===== config.mk =====
export PLATFORM = sky130hd
export DESIGN_NAME = cbd_exec_top
export DESIGN_NICKNAME = d
export VERILOG_FILES = /design/src/rtl/cbd_pkg.sv /design/src/rtl/cbd_div_if.sv /design/src/rtl/cbd_div.sv /design/src/rtl/cbd_exec_top.sv
export SDC_FILE = /design/constraint.sdc
export NUM_CORES = 1
export LEC_CHECK = 0
export BUFFER_PORTS_ARGS = -buffer_cell sky130_fd_sc_hd__buf_2
export CAP_MARGIN = 20
export CELL_PAD_IN_SITES_DETAIL_PLACEMENT = 0
export CELL_PAD_IN_SITES_GLOBAL_PLACEMENT = 2
export CORE_MARGIN = 3
export CORE_UTILIZATION = 42
export DETAILED_ROUTE_END_ITERATION = 16
export GPL_ROUTABILITY_DRIVEN = 0
export GPL_TIMING_DRIVEN = 0
export PLACE_DENSITY_LB_ADDON = 0.1
export SLEW_MARGIN = 20
export SYNTH_ARGS = -nofsm -noshare
export SYNTH_HDL_FRONTEND = slang
export SYNTH_SLANG_ARGS = --single-unit
export TNS_END_PERCENT = 30

===== constraint.sdc =====
create_clock -name pclk -period 8.75 [get_ports pclk]
set_clock_uncertainty 0.15 [all_clocks]
set_input_delay 1.75 -clock pclk [delete_from_list [all_inputs] [get_ports pclk]]
set_output_delay 1.75 -clock pclk [all_outputs]
set_load 0.05 [all_outputs]

===== src/rtl/cbd_pkg.sv =====
`default_nettype none
package cbd_pkg;

    // Register byte addresses
    localparam logic [7:0] REG_CTRL    = 8'h00;
    localparam logic [7:0] REG_DST     = 8'h04;
    localparam logic [7:0] REG_SRC     = 8'h08;
    localparam logic [7:0] REG_PTR     = 8'h0c;
    localparam logic [7:0] REG_PC      = 8'h10;
    localparam logic [7:0] REG_DISP    = 8'h14;
    localparam logic [7:0] REG_FLAGS   = 8'h18;
    localparam logic [7:0] REG_SYSMODE = 8'h1c;
    localparam logic [7:0] REG_PEND    = 8'h20;
    localparam logic [7:0] REG_MASK    = 8'h24;

    // Control register fields
    localparam int CTRL_OP_LSB   = 0;
    localparam int CTRL_OP_MSB   = 2;
    localparam int CTRL_SUB_BIT  = 3;
    localparam int CTRL_BUSY_BIT = 8;

    // Condition flag positions
    localparam int FLG_C = 7;
    localparam int FLG_Z = 6;
    localparam int FLG_S = 5;
    localparam int FLG_V = 4;
    localparam int FLG_D = 3;
    localparam int FLG_H = 2;

    localparam int SYM_IE_BIT = 0;

    // Reset values
    localparam logic [7:0]  RST_FLAGS   = 8'h00;
    localparam logic [7:0]  RST_SYSMODE = 8'h00;
    localparam logic [15:0] RST_PC      = 16'h0000;

    // Execution cycle counts
    localparam logic [4:0] CYC_BR_TAKEN = 5'd18;
    localparam logic [4:0] CYC_BR_NOT   = 5'd16;
    localparam logic [4:0] CYC_DIV_ZERO = 5'd10;
    localparam logic [4:0] CYC_DIV      = 5'd26;
    localparam logic [4:0] CYC_BCD      = 5'd4;
    localparam logic [4:0] CYC_DEC      = 5'd4;
    localparam logic [4:0] CYC_WORD_DECREMENT_OP     = 5'd8;
    localparam logic [4:0] CYC_IRQ_OFF  = 5'd4;

    localparam logic [4:0] DIV_STEPS = 5'd16;

    // Decimal adjust addends
    localparam logic [3:0] ADJ_NIB = 4'h6;
    localparam logic [7:0] ADJ_A0  = 8'ha0;
    localparam logic [7:0] ADJ_9A  = 8'h9a;
    localparam logic [7:0] ADJ_FA  = 8'hfa;

    typedef enum logic [2:0] {
        idle_op               = 3'b000,
        cmp_inc_branch_ne_op  = 3'b001,
        bcd_adjust_op         = 3'b010,
        byte_decrement_op     = 3'b011,
        word_decrement_op     = 3'b100,
        global_irq_off_op     = 3'b101,
        div_unsigned_op       = 3'b110,
        spare_op              = 3'b111
    } cbd_op_t;

    typedef enum logic {
        st_idle = 1'b0,
        st_run  = 1'b1
    } cbd_state_t;

endpackage : cbd_pkg
`default_nettype wire


===== src/rtl/cbd_div_if.sv =====
`timescale 1ns/1ns
`default_nettype none
interface cbd_div_if;
    logic        start;
    logic [15:0] dividend;
    logic [7:0]  divisor;
    logic        done;
    logic [15:0] quot;
    logic [7:0]  rem;

    modport master (output start, output dividend, output divisor,
                    input done, input quot, input rem);
    modport slave  (input start, input dividend, input divisor,
                    output done, output quot, output rem);
endinterface : cbd_div_if
`default_nettype wire


===== src/rtl/cbd_div.sv =====
`timescale 1ns/1ns
`default_nettype none
module cbd_div (
    input  wire logic pclk,
    input  wire logic presetn,
    cbd_div_if.slave  bus
);
    logic        busy_r,  busy_nxt;
    logic        done_r,  done_nxt;
    logic [4:0]  cnt_r,   cnt_nxt;
    logic [7:0]  dvs_r,   dvs_nxt;
    logic [7:0]  rem_r,   rem_nxt;
    logic [15:0] quo_r,   quo_nxt;
    logic [8:0]  trial;

    // Restoring divide, one quotient bit per clock
    always_comb begin
        busy_nxt = busy_r;
        done_nxt = 1'b0;
        cnt_nxt  = cnt_r;
        dvs_nxt  = dvs_r;
        rem_nxt  = rem_r;
        quo_nxt  = quo_r;
        trial    = {rem_r, quo_r[15]};
        if (bus.start) begin
            busy_nxt = 1'b1;
            cnt_nxt  = cbd_pkg::DIV_STEPS;
            dvs_nxt  = bus.divisor;
            rem_nxt  = 8'h00;
            quo_nxt  = bus.dividend;
        end else if (busy_r) begin
            if (trial >= {1'b0, dvs_r}) begin
                rem_nxt = 8'((trial - {1'b0, dvs_r}));
                quo_nxt = {quo_r[14:0], 1'b1};
            end else begin
                rem_nxt = trial[7:0];
                quo_nxt = {quo_r[14:0], 1'b0};
            end
            cnt_nxt = cnt_r - 5'd1;
            if (cnt_r == 5'd1) begin
                busy_nxt = 1'b0;
                done_nxt = 1'b1;
            end
        end
    end

    always_ff @(posedge pclk or negedge presetn) begin
        if (!presetn) begin
            busy_r <= 1'b0;
            done_r <= 1'b0;
            cnt_r  <= 5'd0;
            dvs_r  <= 8'h00;
            rem_r  <= 8'h00;
            quo_r  <= 16'h0000;
        end else begin
            busy_r <= busy_nxt;
            done_r <= done_nxt;
            cnt_r  <= cnt_nxt;
            dvs_r  <= dvs_nxt;
            rem_r  <= rem_nxt;
            quo_r  <= quo_nxt;
        end
    end

    assign bus.done = done_r;
    assign bus.quot = quo_r;
    assign bus.rem  = rem_r;
endmodule : cbd_div
`default_nettype wire


===== src/rtl/cbd_exec_top.sv =====
// What this block does
// RULE1 - Not-equal compare adds signed byte displacement (+127..-128) to program counter
// RULE2 - Not-equal compare always increments the source pointer by one
// RULE3 - Adjust after add adds 00/06/60/66; carry set when 60 or 66 added
// RULE4 - Adjust after subtract adds 00, A0 or 9A by carry, half-carry, nibbles; code adds FA on half-carry without carry, ignores nibbles
// RULE5 - Adjust result undefined unless operand came from valid BCD arithmetic
// RULE6 - Adjust sets carry, zero, sign; overflow undefined; decimal, half-carry kept
// RULE7 - Byte decrement subtracts one; updates zero, sign, overflow; keeps C, D, H
// RULE8 - Word decrement treats even byte and next byte as one 16-bit value
// RULE9 - Word decrement updates zero, sign, overflow on 16 bits; keeps C, D, H
// RULE10 - Software should test word result by OR of bytes, not zero flag
// RULE11 - Interrupt disable clears system mode bit zero, flags unchanged
// RULE12 - While disabled, sources still set pending bits but nothing is serviced
// RULE13 - Software disables interrupts before touching mask, pending or source control
// RULE14 - Divide 16-bit by 8-bit; quotient to low byte, remainder to high byte
// RULE15 - Divide sets overflow on quotient of 256 or more, or zero divisor
// RULE16 - Divide sets carry only with overflow and quotient 256..511
// RULE17 - Divide zero on zero divisor or quotient, sign from quotient bit 7
// RULE18 - Divide takes 10 cycles on zero divisor, otherwise 26
// RULE19 - Not-equal compare takes 16 cycles not taken, 18 cycles taken
`timescale 1ns/1ns
`default_nettype none
module cbd_exec_top #(
    parameter int IRQ_W = 8
) (
    input  wire logic              pclk,
    input  wire logic              presetn,
    input  wire logic              psel,
    input  wire logic              penable,
    input  wire logic              pwrite,
    input  wire logic [7:0]        paddr,
    input  wire logic [31:0]       pwdata,
    output logic      [31:0]       prdata,
    output logic                   pready,
    output logic                   pslverr,
    input  wire logic [IRQ_W-1:0]  irq_src,
    output logic                   irq_service,
    output logic                   exec_busy
);
    cbd_div_if div_bus ();

    cbd_div u_div (
        .pclk    (pclk),
        .presetn (presetn),
        .bus     (div_bus.slave)
    );

    cbd_pkg::cbd_state_t state_r, state_nxt;
    cbd_pkg::cbd_op_t    op_r,    op_nxt;
    logic                sub_r,       sub_nxt;
    logic [4:0]          cnt_r,       cnt_nxt;
    logic [15:0]         dst_r,       dst_nxt;
    logic [7:0]          src_r,       src_nxt;
    logic [7:0]          ptr_r,       ptr_nxt;
    logic [15:0]         pc_r,        pc_nxt;
    logic [7:0]          disp_r,      disp_nxt;
    logic [7:0]          flags_r,     flags_nxt;
    logic [7:0]          sysmode_r,   sysmode_nxt;
    logic [IRQ_W-1:0]    pend_r,      pend_nxt;
    logic [IRQ_W-1:0]    mask_r,      mask_nxt;
    logic [IRQ_W-1:0]    irq_meta_r;
    logic [IRQ_W-1:0]    irq_sync_r;
    logic [31:0]         prdata_r,    prdata_nxt;
    logic                pready_r,    pready_nxt;
    logic                pslverr_r,   pslverr_nxt;
    logic                service_r,   service_nxt;
    logic                dstart_r,    dstart_nxt;

    logic                setup;
    logic                wr;
    logic                start;
    logic                taken;
    logic                div_zero;
    logic [31:0]         rd_data;
    logic [8:0]          bcd_res;
    logic [7:0]          dec8;
    logic [15:0]         dec16;
    logic [15:0]         quo;

    function automatic logic mapped(input logic [7:0] a);
        case (a)
            cbd_pkg::REG_CTRL, cbd_pkg::REG_DST, cbd_pkg::REG_SRC,
            cbd_pkg::REG_PTR, cbd_pkg::REG_PC, cbd_pkg::REG_DISP,
            cbd_pkg::REG_FLAGS, cbd_pkg::REG_SYSMODE, cbd_pkg::REG_PEND,
            cbd_pkg::REG_MASK: mapped = 1'b1;
            default:           mapped = 1'b0;
        endcase
    endfunction : mapped

    // Returns {carry, adjusted byte}
    function automatic logic [8:0] bcd_fix(input logic [7:0] v, input logic c,
                                           input logic h, input logic sub);
        logic       lo_big;
        logic       hi_big;
        logic       hi_up;
        logic [7:0] add;
        logic       cy;
        lo_big = v[3:0] > 4'h9;
        hi_big = v[7:4] > 4'h9;
        hi_up  = c | hi_big | ((v[7:4] == 4'h9) & lo_big);
        if (sub) begin
            if (c) begin
                add = h ? cbd_pkg::ADJ_9A : cbd_pkg::ADJ_A0; // RULE4
            end else begin
                add = h ? cbd_pkg::ADJ_FA : 8'h00; // RULE4
            end
            cy = c;
        end else begin
            add = {hi_up ? cbd_pkg::ADJ_NIB : 4'h0,
                   (h | lo_big) ? cbd_pkg::ADJ_NIB : 4'h0}; // RULE3
            cy  = hi_up; // RULE3
        end
        bcd_fix = {cy, 8'(v + add)};
    endfunction : bcd_fix

    // Applies carry, zero, sign and overflow; decimal and half-carry kept
    function automatic logic [7:0] set_czsv(input logic [7:0] f, input logic c,
                                            input logic z, input logic s,
                                            input logic v);
        logic [7:0] r;
        r              = f;
        r[cbd_pkg::FLG_C] = c;
        r[cbd_pkg::FLG_Z] = z;
        r[cbd_pkg::FLG_S] = s;
        r[cbd_pkg::FLG_V] = v;
        set_czsv       = r;
    endfunction : set_czsv

    function automatic logic [4:0] run_cycles(input cbd_pkg::cbd_op_t op,
                                              input logic tk, input logic dz);
        case (op)
            cbd_pkg::cmp_inc_branch_ne_op:
                run_cycles = tk ? cbd_pkg::CYC_BR_TAKEN : cbd_pkg::CYC_BR_NOT; // RULE19
            cbd_pkg::div_unsigned_op:
                run_cycles = dz ? cbd_pkg::CYC_DIV_ZERO : cbd_pkg::CYC_DIV; // RULE18
            cbd_pkg::bcd_adjust_op:     run_cycles = cbd_pkg::CYC_BCD;
            cbd_pkg::byte_decrement_op: run_cycles = cbd_pkg::CYC_DEC;
            cbd_pkg::word_decrement_op: run_cycles = cbd_pkg::CYC_WORD_DECREMENT_OP;
            cbd_pkg::global_irq_off_op: run_cycles = cbd_pkg::CYC_IRQ_OFF;
            default:                    run_cycles = 5'd0;
        endcase
    endfunction : run_cycles

    always_comb begin
        setup    = psel & ~penable;
        wr       = psel & penable & pready_r & pwrite;
        taken    = dst_r[7:0] != src_r;
        div_zero = src_r == 8'h00;
        bcd_res  = bcd_fix(dst_r[7:0], flags_r[cbd_pkg::FLG_C],
                           flags_r[cbd_pkg::FLG_H], sub_r);
        dec8     = dst_r[7:0] - 8'h01;
        dec16    = dst_r - 16'h0001;
        quo      = div_bus.quot;

        rd_data = 32'h0000_0000;
        case (paddr)
            cbd_pkg::REG_CTRL: begin
                rd_data[cbd_pkg::CTRL_OP_MSB:cbd_pkg::CTRL_OP_LSB] = op_r;
                rd_data[cbd_pkg::CTRL_SUB_BIT]  = sub_r;
                rd_data[cbd_pkg::CTRL_BUSY_BIT] = state_r == cbd_pkg::st_run;
            end
            cbd_pkg::REG_DST:     rd_data[15:0]      = dst_r;
            cbd_pkg::REG_SRC:     rd_data[7:0]       = src_r;
            cbd_pkg::REG_PTR:     rd_data[7:0]       = ptr_r;
            cbd_pkg::REG_PC:      rd_data[15:0]      = pc_r;
            cbd_pkg::REG_DISP:    rd_data[7:0]       = disp_r;
            cbd_pkg::REG_FLAGS:   rd_data[7:0]       = flags_r;
            cbd_pkg::REG_SYSMODE: rd_data[7:0]       = sysmode_r;
            cbd_pkg::REG_PEND:    rd_data[IRQ_W-1:0] = pend_r;
            cbd_pkg::REG_MASK:    rd_data[IRQ_W-1:0] = mask_r;
            default:              rd_data            = 32'h0000_0000;
        endcase

        pready_nxt  = setup;
        pslverr_nxt = setup & ~mapped(paddr);
        prdata_nxt  = (setup & ~pwrite) ? rd_data : 32'h0000_0000;

        state_nxt   = state_r;
        op_nxt      = op_r;
        sub_nxt     = sub_r;
        cnt_nxt     = cnt_r;
        dst_nxt     = dst_r;
        src_nxt     = src_r;
        ptr_nxt     = ptr_r;
        pc_nxt      = pc_r;
        disp_nxt    = disp_r;
        flags_nxt   = flags_r;
        sysmode_nxt = sysmode_r;
        mask_nxt    = mask_r;
        dstart_nxt  = 1'b0;
        start       = 1'b0;

        // Pending: hardware set wins over software write-one clear
        pend_nxt = pend_r & ~((wr && paddr == cbd_pkg::REG_PEND) ?
                              pwdata[IRQ_W-1:0] : {IRQ_W{1'b0}});
        pend_nxt = pend_nxt | irq_sync_r; // RULE12

        if (wr) begin
            case (paddr)
                cbd_pkg::REG_CTRL: begin
                    if (state_r == cbd_pkg::st_idle) begin
                        op_nxt  = cbd_pkg::cbd_op_t'(
                                  pwdata[cbd_pkg::CTRL_OP_MSB:cbd_pkg::CTRL_OP_LSB]);
                        sub_nxt = pwdata[cbd_pkg::CTRL_SUB_BIT];
                        start   = 1'b1;
                    end
                end
                cbd_pkg::REG_DST:     dst_nxt     = pwdata[15:0];
                cbd_pkg::REG_SRC:     src_nxt     = pwdata[7:0];
                cbd_pkg::REG_PTR:     ptr_nxt     = pwdata[7:0];
                cbd_pkg::REG_PC:      pc_nxt      = pwdata[15:0];
                cbd_pkg::REG_DISP:    disp_nxt    = pwdata[7:0];
                cbd_pkg::REG_FLAGS:   flags_nxt   = pwdata[7:0];
                cbd_pkg::REG_SYSMODE: sysmode_nxt = pwdata[7:0];
                cbd_pkg::REG_MASK:    mask_nxt    = pwdata[IRQ_W-1:0];
                default: ;
            endcase
        end

        unique case (state_r)
            cbd_pkg::st_idle: begin
                if (start && run_cycles(op_nxt, taken, div_zero) != 5'd0) begin
                    state_nxt  = cbd_pkg::st_run;
                    cnt_nxt    = run_cycles(op_nxt, taken, div_zero);
                    dstart_nxt = (op_nxt == cbd_pkg::div_unsigned_op) & ~div_zero;
                end
            end
            cbd_pkg::st_run: begin
                cnt_nxt = cnt_r - 5'd1;
                if (cnt_r == 5'd1) begin
                    state_nxt = cbd_pkg::st_idle;
                    case (op_r)
                        cbd_pkg::cmp_inc_branch_ne_op: begin
                            if (taken) begin
                                pc_nxt = pc_r + {{8{disp_r[7]}}, disp_r}; // RULE1
                            end
                            ptr_nxt = ptr_r + 8'h01; // RULE2
                        end
                        cbd_pkg::bcd_adjust_op: begin
                            dst_nxt[7:0] = bcd_res[7:0]; // RULE5
                            flags_nxt = set_czsv(flags_r, bcd_res[8], bcd_res[7:0] == 8'h00,
                                                 bcd_res[7],
                                                 flags_r[cbd_pkg::FLG_V]); // RULE6
                        end
                        cbd_pkg::byte_decrement_op: begin
                            dst_nxt[7:0] = dec8; // RULE7
                            flags_nxt = set_czsv(flags_r, flags_r[cbd_pkg::FLG_C],
                                                 dec8 == 8'h00, dec8[7],
                                                 dst_r[7:0] == 8'h80); // RULE7
                        end
                        cbd_pkg::word_decrement_op: begin
                            dst_nxt = dec16; // RULE8
                            flags_nxt = set_czsv(flags_r, flags_r[cbd_pkg::FLG_C],
                                                 dec16 == 16'h0000, dec16[15],
                                                 dst_r == 16'h8000); // RULE9
                        end
                        cbd_pkg::global_irq_off_op: begin
                            sysmode_nxt[cbd_pkg::SYM_IE_BIT] = 1'b0; // RULE11
                        end
                        cbd_pkg::div_unsigned_op: begin
                            if (div_zero) begin
                                flags_nxt = set_czsv(flags_r, 1'b0, 1'b1, 1'b0,
                                                     1'b1); // RULE15
                            end else begin
                                dst_nxt   = {div_bus.rem, quo[7:0]}; // RULE14
                                flags_nxt = set_czsv(flags_r,
                                                     (quo[15:8] != 8'h00) &
                                                     (quo[15:9] == 7'h00), // RULE16
                                                     quo == 16'h0000, // RULE17
                                                     quo[7],
                                                     quo[15:8] != 8'h00); // RULE15
                            end
                        end
                        default: ;
                    endcase
                end
            end
        endcase

        service_nxt = sysmode_r[cbd_pkg::SYM_IE_BIT] & (|(pend_r & mask_r)); // RULE12
    end

    always_ff @(posedge pclk or negedge presetn) begin
        if (!presetn) begin
            state_r    <= cbd_pkg::st_idle;
            op_r       <= cbd_pkg::idle_op;
            sub_r      <= 1'b0;
            cnt_r      <= 5'd0;
            dst_r      <= 16'h0000;
            src_r      <= 8'h00;
            ptr_r      <= 8'h00;
            pc_r       <= cbd_pkg::RST_PC;
            disp_r     <= 8'h00;
            flags_r    <= cbd_pkg::RST_FLAGS;
            sysmode_r  <= cbd_pkg::RST_SYSMODE;
            pend_r     <= '0;
            mask_r     <= '0;
            irq_meta_r <= '0;
            irq_sync_r <= '0;
            prdata_r   <= 32'h0000_0000;
            pready_r   <= 1'b0;
            pslverr_r  <= 1'b0;
            service_r  <= 1'b0;
            dstart_r   <= 1'b0;
        end else begin
            state_r    <= state_nxt;
            op_r       <= op_nxt;
            sub_r      <= sub_nxt;
            cnt_r      <= cnt_nxt;
            dst_r      <= dst_nxt;
            src_r      <= src_nxt;
            ptr_r      <= ptr_nxt;
            pc_r       <= pc_nxt;
            disp_r     <= disp_nxt;
            flags_r    <= flags_nxt;
            sysmode_r  <= sysmode_nxt;
            pend_r     <= pend_nxt;
            mask_r     <= mask_nxt;
            irq_meta_r <= irq_src;
            irq_sync_r <= irq_meta_r;
            prdata_r   <= prdata_nxt;
            pready_r   <= pready_nxt;
            pslverr_r  <= pslverr_nxt;
            service_r  <= service_nxt;
            dstart_r   <= dstart_nxt;
        end
    end

    assign div_bus.start    = dstart_r;
    assign div_bus.dividend = dst_r;
    assign div_bus.divisor  = src_r;

    assign prdata      = prdata_r;
    assign pready      = pready_r;
    assign pslverr     = pslverr_r;
    assign irq_service = service_r;
    assign exec_busy   = state_r == cbd_pkg::st_run;
endmodule : cbd_exec_top
`default_nettype wire


Word level (Yosys, flattened, before mapping)
Index checks and enable logic that the tools add are counted.
{"block": "totals", "elab_cells": 188, "regBits": 172, "in_bits": 53}
{"block": "classes", "magnitude_cmp": 3, "n_bitwise": 22, "reduce_logical": 22, "addsub": 8, "n_eq_ne": 33, "muxes": 71}
{"operator": "$mux W16", "n": 14}
{"operator": "$mux W8", "n": 17}
{"operator": "$pmux W8 S4", "n": 2}
{"operator": "$pmux W4 S10", "n": 1}
{"operator": "$pmux W4 S9", "n": 1}
{"operator": "$eq A8 B5 Y1 const B", "n": 4}
{"operator": "$logic_not A16 Y1", "n": 2}
{"operator": "$logic_not A8 Y1", "n": 4}
{"operator": "$mux W5", "n": 5}
{"operator": "$pmux W5 S4", "n": 1}
{"operator": "$eq A3 B3 Y1 const B", "n": 6}
{"operator": "$mux W1", "n": 18}
{"operator": "$add A16 B16 Y16", "n": 1}
{"operator": "$and A8 B8 Y8", "n": 2}
{"operator": "$eq A16 B16 Y1 const B", "n": 1}
{"operator": "$eq A8 B4 Y1 const B", "n": 2}
{"operator": "$eq A8 B6 Y1 const B", "n": 2}
{"operator": "$pmux W8 S2", "n": 1}
{"operator": "$sub A16 B1 Y16 const B", "n": 1}
{"operator": "$mux W3", "n": 5}
{"operator": "$pmux W7 S2", "n": 1}
{"operator": "$eq A3 B2 Y1 const B", "n": 4}
{"operator": "$ne A3 B3 Y1 const B", "n": 4}
{"operator": "$and A1 B1 Y1", "n": 10}
{"operator": "other kinds (35)", "n": 50}

Logic depth before layout (Yosys ltp)
{"block": "logic_depth", "ltp_word": 12, "depth_mapped": 15}

Hierarchy
Synthesis repeated with hierarchy kept, for this count alone.
{"block": "hier_totals", "cells_unflattened": 1095, "hier_area_um2": 10431.3}
{"module": "cbd_exec_top", "n_inst": 1, "area_per_inst_um2": 8264.2, "seq_area_each_um2": 3353.2, "cells_each": 872}
{"module": "cbd_div", "n_inst": 1, "area_per_inst_um2": 2167.1, "seq_area_each_um2": 975.9, "cells_each": 223}

Worst setup path before layout
OpenSTA, ideal clock, no wires.
{"block": "synth_timing", "path_type": "input to register", "start": "input paddr[1]", "end": "register dst_r[15], in the netlist div_bus.dividend[15]", "setup_slack_ns": 4.888, "stages": 7, "path_buffers": 2, "setup_time_ns": 0.120, "t_arrival_ns": 3.592, "cell_sequence": "buf_2 > or4b_2 > clkbuf_1 > nor3_4 > mux2i_1 > mux2i_1 > a31o_2"}
{"block": "synth_via", "elab_chain_len": 7}
{"item": "start: declaration", "line_no": "cbd_exec_top.sv:31", "rtl": "input wire logic [7:0] paddr,"}
{"item": "$eq A8 B3 Y1 *", "line_no": "cbd_exec_top.sv:199", "rtl": "case (paddr)"}
{"item": "$mux W16 *", "line_no": "cbd_exec_top.sv:199"}
{"item": "$mux W16 *", "line_no": "cbd_exec_top.sv:198", "rtl": "if (wr) begin"}
{"item": "$mux W16", "line_no": "cbd_exec_top.sv:261", "rtl": "if (div_zero) begin"}
{"item": "$pmux W8 S2", "line_no": "cbd_exec_top.sv:232", "rtl": "case (op_r)"}
{"item": "$mux W16", "line_no": "cbd_exec_top.sv:230", "rtl": "if (cnt_r == 5'd1) begin"}
{"item": "$mux W16 *", "line_no": "cbd_exec_top.sv:220", "rtl": "unique case (state_r)"}
{"item": "via dst_nxt[15]", "line_no": "cbd_exec_top.sv:52", "rtl": "logic [15:0] dst_r, dst_nxt;"}
{"item": "end signal: assignment", "line_no": "cbd_exec_top.sv:310", "rtl": "dst_r <= dst_nxt;"}
{"item": "end: declaration", "line_no": "cbd_exec_top.sv:52"}
The timed path passes the listed nets; every way through them passes the cells marked *.
A chain may end at the register's enable or synchronous reset.

Worst setup path after layout
{"block": "layout_timing", "start": "register dst_r[0], in the netlist div_bus.dividend[0]", "end": "register flags_r[6]"}
{"block": "layout_via", "elab_chain_len": 10}
{"item": "$gt A4 B4 Y1", "line_no": "cbd_exec_top.sv:98", "rtl": "lo_big = v[3:0] > 4'h9;"}
{"item": "$and A1 B1 Y1", "line_no": "cbd_exec_top.sv:100", "rtl": "hi_up = c | hi_big | ((v[7:4] == 4'h9) & lo_big);"}
{"item": "$or A1 B1 Y1", "line_no": "cbd_exec_top.sv:100"}
{"item": "$mux W3", "line_no": "cbd_exec_top.sv:109", "rtl": "add = {hi_up ? cbd_pkg::ADJ_NIB : 4'h0,"}
{"item": "$mux W8", "line_no": "cbd_exec_top.sv:101", "rtl": "if (sub) begin"}
{"item": "$add A8 B8 Y8", "line_no": "cbd_exec_top.sv:113", "rtl": "bcd_fix = {cy, 8'(v + add)};"}
{"item": "$logic_not A8 Y1", "line_no": "cbd_exec_top.sv:241", "rtl": "flags_nxt = set_czsv(flags_r, bcd_res[8], bcd_res[7:0] == 8'h00,"}
{"item": "$pmux W8 S4 *", "line_no": "cbd_exec_top.sv:232"}
{"item": "$mux W8 *", "line_no": "cbd_exec_top.sv:230"}
{"item": "$mux W8 *", "line_no": "cbd_exec_top.sv:220"}
{"item": "via flags_nxt[6]", "line_no": "cbd_exec_top.sv:57", "rtl": "logic [7:0] flags_r, flags_nxt;"}
{"item": "end signal: assignment", "line_no": "cbd_exec_top.sv:294", "rtl": "flags_r <= cbd_pkg::RST_FLAGS;"}
{"item": "end signal: assignment", "line_no": "cbd_exec_top.sv:315", "rtl": "flags_r <= flags_nxt;"}
{"item": "end: declaration", "line_no": "cbd_exec_top.sv:57"}
Marked as above.

==> results.ini <==
[sta]
tightest_slew_ns = 1.21
maxSlewViolCount = 0
finalSetupTns_ns = 0
min_period_over_period = 0.502
period_needed_ns = 4.39
maxSlewHeadroom = 0.186
setup_ws_ns = 4.36
setup_viol = 0
fmax_mhz = 228
hold_viol = 0
rsz0062_at_grt = no

[floorplan]
start_util = 0.430
num_io_pins = 89
die_area_um2 = 27000
core_area_um2 = 24500
row_count = 57
dieWidth_um = 164
die_y_um = 164

[logic_synthesis]
avgSynthCellArea_um2 = 9.61
synthAdderAreaFrac = 0.0533
synth.cell_area_um2 = 10500
synth-xor-area-share = 0.0383
ys_ff_latch = 172
synth_edf_count = 0
netlist_top_cells_area = dfrtp_1 41%, mux2i_1 5.6%, ha_1 4.8%, mux2_2 4.2%, o21ai_0 3.5%
synth_compound_area_frac = 0.190
synth_top_family_by_area = compound AO/OA/AOI/OAI gates
yosysTopAreaCell = dfrtp_1
syn-instance-count = 1094
synth_flop_cell = dfrtp_1
yosysSeqAreaShare = 0.409
yosys_warnings = 0
synthMuxAreaShare = 0.0979
async_flop_share = 1.00
yosysTopAreaCellShare = 0.409
synth_cell_type_count = 79
synthSimpleGateAreaFrac = 0.160

[power]
leakage_uw = 0.00496
peakVddDrop_uv = 127
combPwrFrac = 0.082
power_density_nw_per_um2 = 147
switching_share = 0.289
totalPowerFinal_uw = 1750
power_frac_clock = 0.452
pwr-share-seq = 0.466
internal_power_uw = 1250
p_sw_uw = 506

[setup_path]
crit_required_ns = 8.96
cp_cell_sequence = clkbuf_1, inv_1, ha_1, nor2_1, o21ai_0, o21ai_0, ha_1, fa_1, xor2_1, or4b_1, or4_1, nor3_1, a2bb2oi_1
path_class = reg2reg
cp-end-kind = flip-flop
crit_slowest_cell = or4b_1
slowest_delay_ns = 0.51
crit_fanout = 9
start_kind = flip-flop
reg2reg_depth = 13
crit_arrival_ns = 4.60

[clock_tree]
cts_hold_buf = 0
cts-buffers-inserted = 17
max-clock-path-buffers = 2
numClockSinks = 172
clk_latency_ns = 0.44
cts_tree = built
post-cts-setup-buffer-count = 0
htree_levels = 4
clk_pin_slew_worst_paths_ns = 0.08
root_buffer = clkbuf_16
cts_resized = 0

[status]
status = finished, final reports clean

[grt]
grtUsageTotal = 0.251
grt_max_degree = 82
grt_pass1_vias = 8790
grt-ovfl-total = 0
grt_pass1_wl_um = 51800
grt_antenna_before_repair = 0

[placement]
dpl_worst_slack_ns = 4.48
hpwl_um = 24600
numPortBuffers = 47

[job]
maxCapViolCount = 0

[detailed_routing]
drt_pre_antenna_iters = 6
via_count = 8801
via_per_inst = 5.81
ant_nets = 0
drt_iter0_drc = 670
wirelength_um = 32900
detail_route.wl_per_cell_um = 21.7
drc_errors = 0

[cells_and_area]
drive_gt1_frac = 0.156
diodes = 0
area_growth_pct = 13.3
nNetsFinal = 1274

[worst_hold_path]
hold_class = reg2reg
min_delay_path_depth = 0

==> layout by cell type (no fill, tap or decap), types with 9 or more instances in the layout <==
cell type / netlist / final
or4_1: 9 / 9
nand2b_1: 11 / 11
o21ai_0: 73 / 73
clkbuf_1: 42 / 42
inv_1: 36 / 36
nor3_1: 13 / 13
clkbuf_16: 0 / 17
conb_1: 1 / 16
nand2_1: 91 / 91
or3_1: 9 / 9
nand3_1: 22 / 22
a22oi_1: 35 / 35
nand4_1: 10 / 10
xnor2_1: 31 / 31
xor2_1: 15 / 15
mux2_2: 39 / 39
ha_1: 40 / 40
nor4_1: 10 / 9
a21o_1: 17 / 17
a211oi_1: 18 / 18
and2_1: 9 / 9
buf_2: 12 / 59
buf_4: 18 / 18
o22ai_1: 17 / 17
nor2_1: 80 / 80
a21oi_1: 55 / 55
nor2b_1: 12 / 12
mux2i_1: 59 / 59
dfrtp_1: 172 / 172
==> power by group through the flow <==
stage,logic (uW),registers (uW),clock network [uW]
2_1_floorplan,89.2,832,0
3_3_place_gp,141,834,0
3_5_place_dp,145,833,0
4_1_cts,145,818,805
5_1_grt,159,820,844
6_report,144,817,792
==> flip-flops by register name, summed over array words and instances, names as in the netlist, 3 cells and up <==
| signal | count |
|---|---|
| flags_r | 8 |
| prdata | 16 |
| pend_r | 8 |
| sysmode_r | 8 |
| u_div.dvs_r | 8 |
| u_div.bus.rem | 8 |
| u_div.cnt_r | 5 |
| mask_r | 8 |
| pc_r | 16 |
| irq_sync_r | 8 |
| div_bus.dividend | 16 |
| ptr_r | 8 |
| u_div.bus.quot | 16 |
| op_r | 3 |
| div_bus.divisor | 8 |
| irq_meta_r | 8 |
| cnt_r | 5 |
| disp_r | 8 |
==> stage by stage <==
| step | area (um2) | instances | hold WS [ns] | utilization |
|---|---|---|---|---|
| final | 11900 | 1515 | 0.201 | 0.487 |
| after global routing | 11900 | 1515 | 0.209 | 0.487 |
| after CTS | 11900 | 1515 | 0.206 | 0.487 |
| after detailed placement | 11300 | 1483 | 0.186 | 0.462 |
| after global placement | 11200 | 1480 | 0.181 | 0.458 |
| after floorplan | 10600 | 1109 | 0.181 | - |
==> final timing paths <==
path | start | to | slack (ns)
setup / recovery | div_bus.dividend[0]$_DFFE_PN0N_ | flags_r[6]$_DFF_PN0_ | 4.36
hold / removal | irq_meta_r[6]$_DFF_PN0_ | irq_sync_r[6]$_DFF_PN0_ | 0.20
setup reg to reg | div_bus.dividend[0]$_DFFE_PN0N_ | flags_r[6]$_DFF_PN0_ | 4.36
hold reg to reg | irq_meta_r[6]$_DFF_PN0_ | irq_sync_r[6]$_DFF_PN0_ | 0.20
max in group asynchronous | presetn | irq_sync_r[5]$_DFF_PN0_ | 6.66
min in group asynchronous | presetn | u_div.cnt_r[0]$_DFFE_PN0P_ | 1.05
==> routing by layer <==
| layer | vias up | GRT usage | routed length (um) |
|---|---|---|---|
| met4 | 0 | 0.0815 | 811 |
| met5 | - | 0 | 0 |
| met3 | 47 | 0.0371 | 1840 |
| met1 | 4332 | 0.364 | 15400 |
| met2 | 253 | 0.384 | 14900 |
| li1 | 4169 | - | - |
==> critical path, delay by kind of cell, from the launching register on <==
family                   cells  cell delay (ns)
adder cells (fa/ha/maj)      3             1.00
AO/OA/AOI/OAI                3             0.65
XOR/XNOR                     1             0.23
buffers and inverters        2             0.50
flip-flops                   1             0.40
AND/OR/NAND/NOR              4             1.37
==> final cells by class <==
type	count	area, um2
fillers	2363	12500
multi-input cells	821	5750
flip-flops and latches	172	4300
clock buffers	17	425
plain buffers	80	407
well taps	324	405
repair buffers	50	305
clock inverters	15	189
inverters	36	135
==> cells by family (layout without fill, tap and decap cells) <==
logic type / after synthesis / count (layout)
xor+xnor: 46 / 46
simple gates: 317 / 317
flops: 172 / 172
mux: 98 / 98
other cells: 1 / 16
buf+inv: 116 / 198
compound gates: 301 / 301
fa+ha+maj: 43 / 43
==> synthesized netlist by cell type, types with 4 or more instances <==
| cell | number |
|---|---|
| xor2_1 | 15 |
| o21a_1 | 7 |
| a211oi_1 | 18 |
| or3_1 | 9 |
| nand2_1 | 91 |
| nor4_1 | 10 |
| mux2i_1 | 59 |
| a221oi_1 | 7 |
| a21oi_1 | 55 |
| and2_1 | 9 |
| clkbuf_1 | 42 |
| or4_1 | 9 |
| o22ai_1 | 17 |
| a31oi_1 | 7 |
| o21ai_0 | 73 |
| a22oi_1 | 35 |
| o211ai_1 | 7 |
| a21o_1 | 17 |
| nand2b_1 | 11 |
| nand3_1 | 22 |
| a222oi_1 | 7 |
| and3_1 | 6 |
| inv_1 | 36 |
| nor2_1 | 80 |
| ha_1 | 40 |
| a31o_2 | 4 |
| a21boi_0 | 5 |
| a311oi_1 | 4 |
| dfrtp_1 | 172 |
| o31ai_1 | 4 |
| nand4_1 | 10 |
| buf_4 | 18 |
| xnor2_1 | 31 |
| or4b_2 | 4 |
| buf_2 | 12 |
| nor2b_1 | 12 |
| nor3_2 | 5 |
| buf_1 | 4 |
| nor3_1 | 13 |
| mux2_2 | 39 |
(Power assumes the default switching activity.)
